## src/common/udc_pkg.sv

```systemverilog
// constants for the 4-bit dual-clock up/down counter
package udc_pkg;
	localparam int          UDC_WIDTH    = 4;
	localparam logic [3:0]  UDC_RST_VAL  = 4'h0;
	localparam logic [3:0]  UDC_MAX_VAL  = 4'hF;
	localparam logic [3:0]  UDC_MIN_VAL  = 4'h0;
	typedef logic [UDC_WIDTH-1:0] udc_count_t;
	typedef enum logic [1:0] {
		UDC_HOLD  = 2'b00,
		UDC_UP    = 2'b01,
		UDC_DOWN  = 2'b10,
		UDC_PRESET = 2'b11
	} udc_op_e;
endpackage

```

## src/rtl/udc_counter.sv

```systemverilog
// 4-bit dual-clock up/down counter with preset, clear, carry and borrow
`timescale 1ns/100ps
// What this block does
// count changes only on a count-input rising edge, a preset or a clear
// up edge increments, down edge decrements
// other side holds idle count input high
// load low makes outputs follow data
// clear high forces zero, beats everything
// borrow pulse as wide as count-down low
// carry pulse as wide as count-up low
// count wraps modulo sixteen
// system chains borrow/carry to next stage
// carry, borrow active low at fifteen, zero
// inputs sampled, edges detected on clock
module udc_counter (
	input  wire logic              clock,
	input  wire logic              rst_n,
	input  wire logic              count_up,
	input  wire logic              count_down,
	input  wire logic              load_n,
	input  wire logic              clear,
	input  wire udc_pkg::udc_count_t data_in,
	output logic [3:0]             count_out,
	output logic                   carry_n,
	output logic                   borrow_n
);
	import udc_pkg::*;

	// ********************************
	// input sampling
	// ********************************
	logic       up_q;
	logic       down_q;
	logic       load_n_q;
	logic       clear_q;
	udc_count_t data_q;
	logic       up_prev;
	logic       down_prev;

	// reset to the idle-high pin level so no false edge follows reset
	always_ff @(posedge clock or negedge rst_n) begin
		if (!rst_n) begin
			up_q      <= 1'b1;
			down_q    <= 1'b1;
			load_n_q  <= 1'b1;
			clear_q   <= 1'b0;
			data_q    <= UDC_RST_VAL;
			up_prev   <= 1'b1;
			down_prev <= 1'b1;
		end else begin
			up_q      <= count_up;
			down_q    <= count_down;
			load_n_q  <= load_n;
			clear_q   <= clear;
			data_q    <= data_in;
			up_prev   <= up_q;
			down_prev <= down_q;
		end
	end

	// ********************************
	// counter core
	// ********************************
	udc_op_e    op;
	udc_count_t count;
	udc_count_t next_count;
	logic       up_rise;
	logic       down_rise;

	function automatic udc_count_t udc_step(input udc_count_t v, input logic up);
		udc_step = up ? udc_count_t'(v + 4'h1) : udc_count_t'(v - 4'h1);
	endfunction

	always_comb begin
		up_rise   = up_q && !up_prev;
		down_rise = down_q && !down_prev;
		// both rising together breaks the host's contract; treat as hold
		if (!load_n_q) begin
			op = UDC_PRESET;
		end else if (up_rise && !down_rise && down_q) begin
			op = UDC_UP;
		end else if (down_rise && !up_rise && up_q) begin
			op = UDC_DOWN;
		end else begin
			op = UDC_HOLD;
		end
		next_count = count;
		case (op)
			UDC_PRESET: next_count = data_q;
			UDC_UP:     next_count = udc_step(count, 1'b1);
			UDC_DOWN:   next_count = udc_step(count, 1'b0);
			default:    next_count = count;
		endcase
		if (clear_q) begin
			next_count = UDC_RST_VAL;
		end
	end

	always_ff @(posedge clock or negedge rst_n) begin
		if (!rst_n) begin
			count <= UDC_RST_VAL;
		end else begin
			count <= next_count;
		end
	end

	// ********************************
	// outputs, all registered
	// ********************************
	logic next_carry_n;
	logic next_borrow_n;

	always_comb begin
		// decoded from next state so carry tracks the count pulse exactly
		next_carry_n  = !(next_count == UDC_MAX_VAL && !up_q);
		next_borrow_n = !(next_count == UDC_MIN_VAL && !down_q);
	end

	always_ff @(posedge clock or negedge rst_n) begin
		if (!rst_n) begin
			count_out <= UDC_RST_VAL;
			carry_n   <= 1'b1;
			borrow_n  <= 1'b1;
		end else begin
			count_out <= next_count;
			carry_n   <= next_carry_n;
			borrow_n  <= next_borrow_n;
		end
	end
endmodule

```

## config.mk

```make
export PLATFORM = sky130hd
export DESIGN_NAME = udc_counter
export DESIGN_NICKNAME = d
export VERILOG_FILES = /design/src/common/udc_pkg.sv /design/src/rtl/udc_counter.sv
export SDC_FILE = /design/constraint.sdc
export NUM_CORES = 1
export LEC_CHECK = 0
export ABC_AREA = 1
export ABC_CLOCK_PERIOD_IN_PS = 2400
export BUFFER_PORTS_ARGS = -buffer_cell sky130_fd_sc_hd__clkbuf_2
export CORE_MARGIN = 1.5
export CORE_UTILIZATION = 51
export DETAILED_ROUTE_END_ITERATION = 6
export PLACE_DENSITY = 0.83
export RECOVER_POWER = 25
export SYNTH_ARGS = -nofsm -noshare
export SYNTH_HDL_FRONTEND = slang
export SYNTH_SLANG_ARGS = --single-unit
```

## constraint.sdc

```tcl
create_clock -name clock -period 2.4 [get_ports clock]
set_input_delay 0.24 -clock clock [delete_from_list [all_inputs] [get_ports clock]]
set_output_delay 0.24 -clock clock [all_outputs]
set_load 0.01 [all_outputs]
```

==> flow_summary_export.csv <==
group,metric,value,unit
status,status,"completed",
layout,syn_to_final_growth,17.1,%
clock_network,cts_root_buffer,"clkbuf_4",
clock_network,clk_latency,0.27,ns
yosys,synthCells,79,
pwr,power.density,623,nW/µm²
floorplan,num_rows,13,
worst_setup_path,worstPathMaxFanout,5,
clock_network,post-cts-setup-buffers,0,
worst_setup_path,critPathBufInv,0,
sta,max_freq,455,MHz
drt,wire_per_inst,10.2,µm
worst_setup_path,cp_data_arrival_time,2.41,ns
placement,gp_congestion,0.895,
layout,stdcell_count,114,
global_routing,grt_first_pass_wirelength,2020,µm
drt,vias_per_cell,4.78,
clock_network,cts_tree,"yes",
sta,skew,0.00384,ns
pwr,ir_worst_vdd,0.000404,V
pwr,leakagePower,0.466,nW
clock_network,clock_path_buffers,2,
floorplan,initial_utilization,56.3,%
global_routing,grt.total_usage,15.4,%
global_routing,antenna_found_initial,0,
worst_setup_path,path_common_cell,"nand2_1",
worst_setup_path,crit_end,"borrow_n",
run,cap_violations,0,
sta,worst_slack,0.200,ns
yosys,yosys_warnings,0,
layout,final_common_cell,"nand2_1",
worst_setup_path,reg2reg_to,"borrow_n",
placement,pre_cts_ws,0.184,ns
worst_setup_path,critical-path-max-stage-delay,0.56,ns
yosys,yosysSeqAreaShare,53.8,%
worst_setup_path,reg2reg_slack,0.20,ns
layout,layout-drive-gt1-share,36.4,%
sta,fin_crit,2.20,ns
layout,final_cell_mix,"nand2_1 (20), clkbuf_2 (15), nor2_1 (11)",
placement,dpl.cell_count,109,
yosys,synth_area_per_cell,9.63,µm²
min_path,min_path_type,"in -> reg",
yosys,yosysUniqueCellTypes,20,
floorplan,ios,16,
clock_network,ctsHoldBuffers,1,
floorplan,die_x,41.6,µm
worst_setup_path,crit_family,"simple AND/OR/NAND/NOR gates",
drt,drc,0,
worst_setup_path,path_cells,"nand2_1 -> o31ai_1 -> ha_1 -> ha_1 -> or2_1 -> nand2_1 -> nand2_2 -> nand3_4 -> nand2_1 -> nand2_1 -> nand2_1",
sta,worstMarginPinSlew,0.363,ns
floorplan,dieArea,1730,µm²
global_routing,grt_pass1_vias,486,
drt,wl,1160,µm
layout,fillCellCount,110,
layout,seq_area,409,µm²
worst_setup_path,startpoint,"up_q",
worst_setup_path,cp-end-kind,"flip-flop",
worst_setup_path,slowest_stage,"dfstp_2",
global_routing,grt_max_degree,17,
layout,n_antenna_cell,0,
clock_network,clock-sinks,16,
sta,finalMaxSlewViolations,0,
yosys,synth_seq_cells,16,
sta,slew_headroom,75.8,%
drt,vias,545,
floorplan,core_area,1350,µm²
layout,nets,115,
floorplan,die-height,41.6,µm
sta,finalCritPeriodShare,91.7,%
drt,drtIter0Drc,11,
worst_setup_path,critical_path_class,"reg -> reg",
worst_setup_path,timing.rr.start,"up_q",
worst_setup_path,cp.required,2.61,ns
layout,multiInputGateArea,307,µm²
pwr,power.total,0.000555,W
clock_network,tritoncts.num_buffers,3,
drt,ant_nets,0,
worst_setup_path,r2r_cells,11,
yosys,syn_area,761,µm²
worst_setup_path,worstSetupStartpointType,"flip-flop",
sta,fin_hold_ws,0.0436,ns
placement,portBuffers,15,
drt,dr.pass1.iters,4,
sta,rsz0062_at_grt,"no",
sta,fin_setup_tns,0,ns
clock_network,h-tree-depth,1,
sta,hold_viol,0,
sta,setup_viol,0,
clock_network,clkTransAtPathRegs,0.08,ns
worst_setup_path,crit_cells,11,
placement,hpwl,964,µm
clock_network,post_cts_resized,0,
global_routing,globalRouteOverflowTotal,0,
yosys,synth_nets,94,
==> cell families (layout without fill, tap and decap cells) <==
kind of cell	count (synthesis)	after routing	synth area share [%]
buffers and inverters	12	32	5.92
AOI/OAI and AO/OA	7	7	7.24
and+or+nand+nor	39	39	23.8
adders and majority gates	5	5	9.21
DFF	16	16	53.8
==> per-stage QoR <==
stage,instance area (µm²),utilization (%)
after floorplan,761,-
after global placement,855,63.3
after detailed placement,855,63.3
after CTS,891,66.0
after global routing,891,66.0
final,891,66.0
==> cells in the mapped netlist <==
| cell type | number | area, µm² |
|---|---|---|
| a21oi_1 | 3 | 15.0 |
| a21oi_4 | 1 | 16.3 |
| a41oi_1 | 1 | 8.76 |
| dfrtp_1 | 9 | 225 |
| dfstp_2 | 7 | 184 |
| fa_1 | 1 | 20.0 |
| ha_1 | 4 | 50.1 |
| inv_1 | 7 | 26.3 |
| inv_2 | 5 | 18.8 |
| nand2_1 | 20 | 75.1 |
| nand2_2 | 2 | 12.5 |
| nand3_1 | 1 | 5.00 |
| nand3_2 | 1 | 10.0 |
| nand3_4 | 1 | 17.5 |
| nand3b_1 | 1 | 7.51 |
| nor2_1 | 11 | 41.3 |
| nor2_2 | 1 | 6.26 |
| o211ai_1 | 1 | 7.51 |
| o31ai_1 | 1 | 7.51 |
| or2_1 | 1 | 6.26 |
==> routing by layer <==
| layer | GRT usage (%) | wire [µm] | vias up |
|---|---|---|---|
| met4 | 7.74 | 15 | 0 |
| met1 | 22.2 | 546 | 239 |
| met3 | 1.30 | 58 | 2 |
| met2 | 23.4 | 538 | 17 |
| li1 | - | - | 287 |
| met5 | 0 | 0 | - |
==> registers in the layout, indices dropped and copies added, names as in the netlist <==
name       flops
data_q         4
count_out      4
down_q         1
up_q           1
carry_n        1
down_prev      1
load_n_q       1
up_prev        1
borrow_n       1
clear_q        1
==> report_power, final <==
group	internal, W	switching (W)
registers	0.000292	0.0000145
logic	0.0000455	0.0000666
clock network	0.0000643	0.0000722
==> final cells by class <==
type / instances / share of cell area (%)
clock buffers: 4 / 2.95
inverters: 12 / 5.06
multi-input cells: 51 / 34.4
flip-flops and latches: 16 / 45.9
well taps: 15 / 2.11
repair buffers: 16 / 9.55
==> worst min-delay path by stage <==
stage	slack (ns)	depth (start not counted)	from	end
floorplan	-0.06	0	rst_n	clear_q
global placement	0.16	1	rst_n	count_out[1]
detailed placement	0.17	1	rst_n	data_q[1]
CTS	0.04	1	load_n	load_n_q
global route	0.02	1	count_down	down_q
finish	0.04	1	load_n	load_n_q
Note: power is estimated with default switching activity, not from simulation.
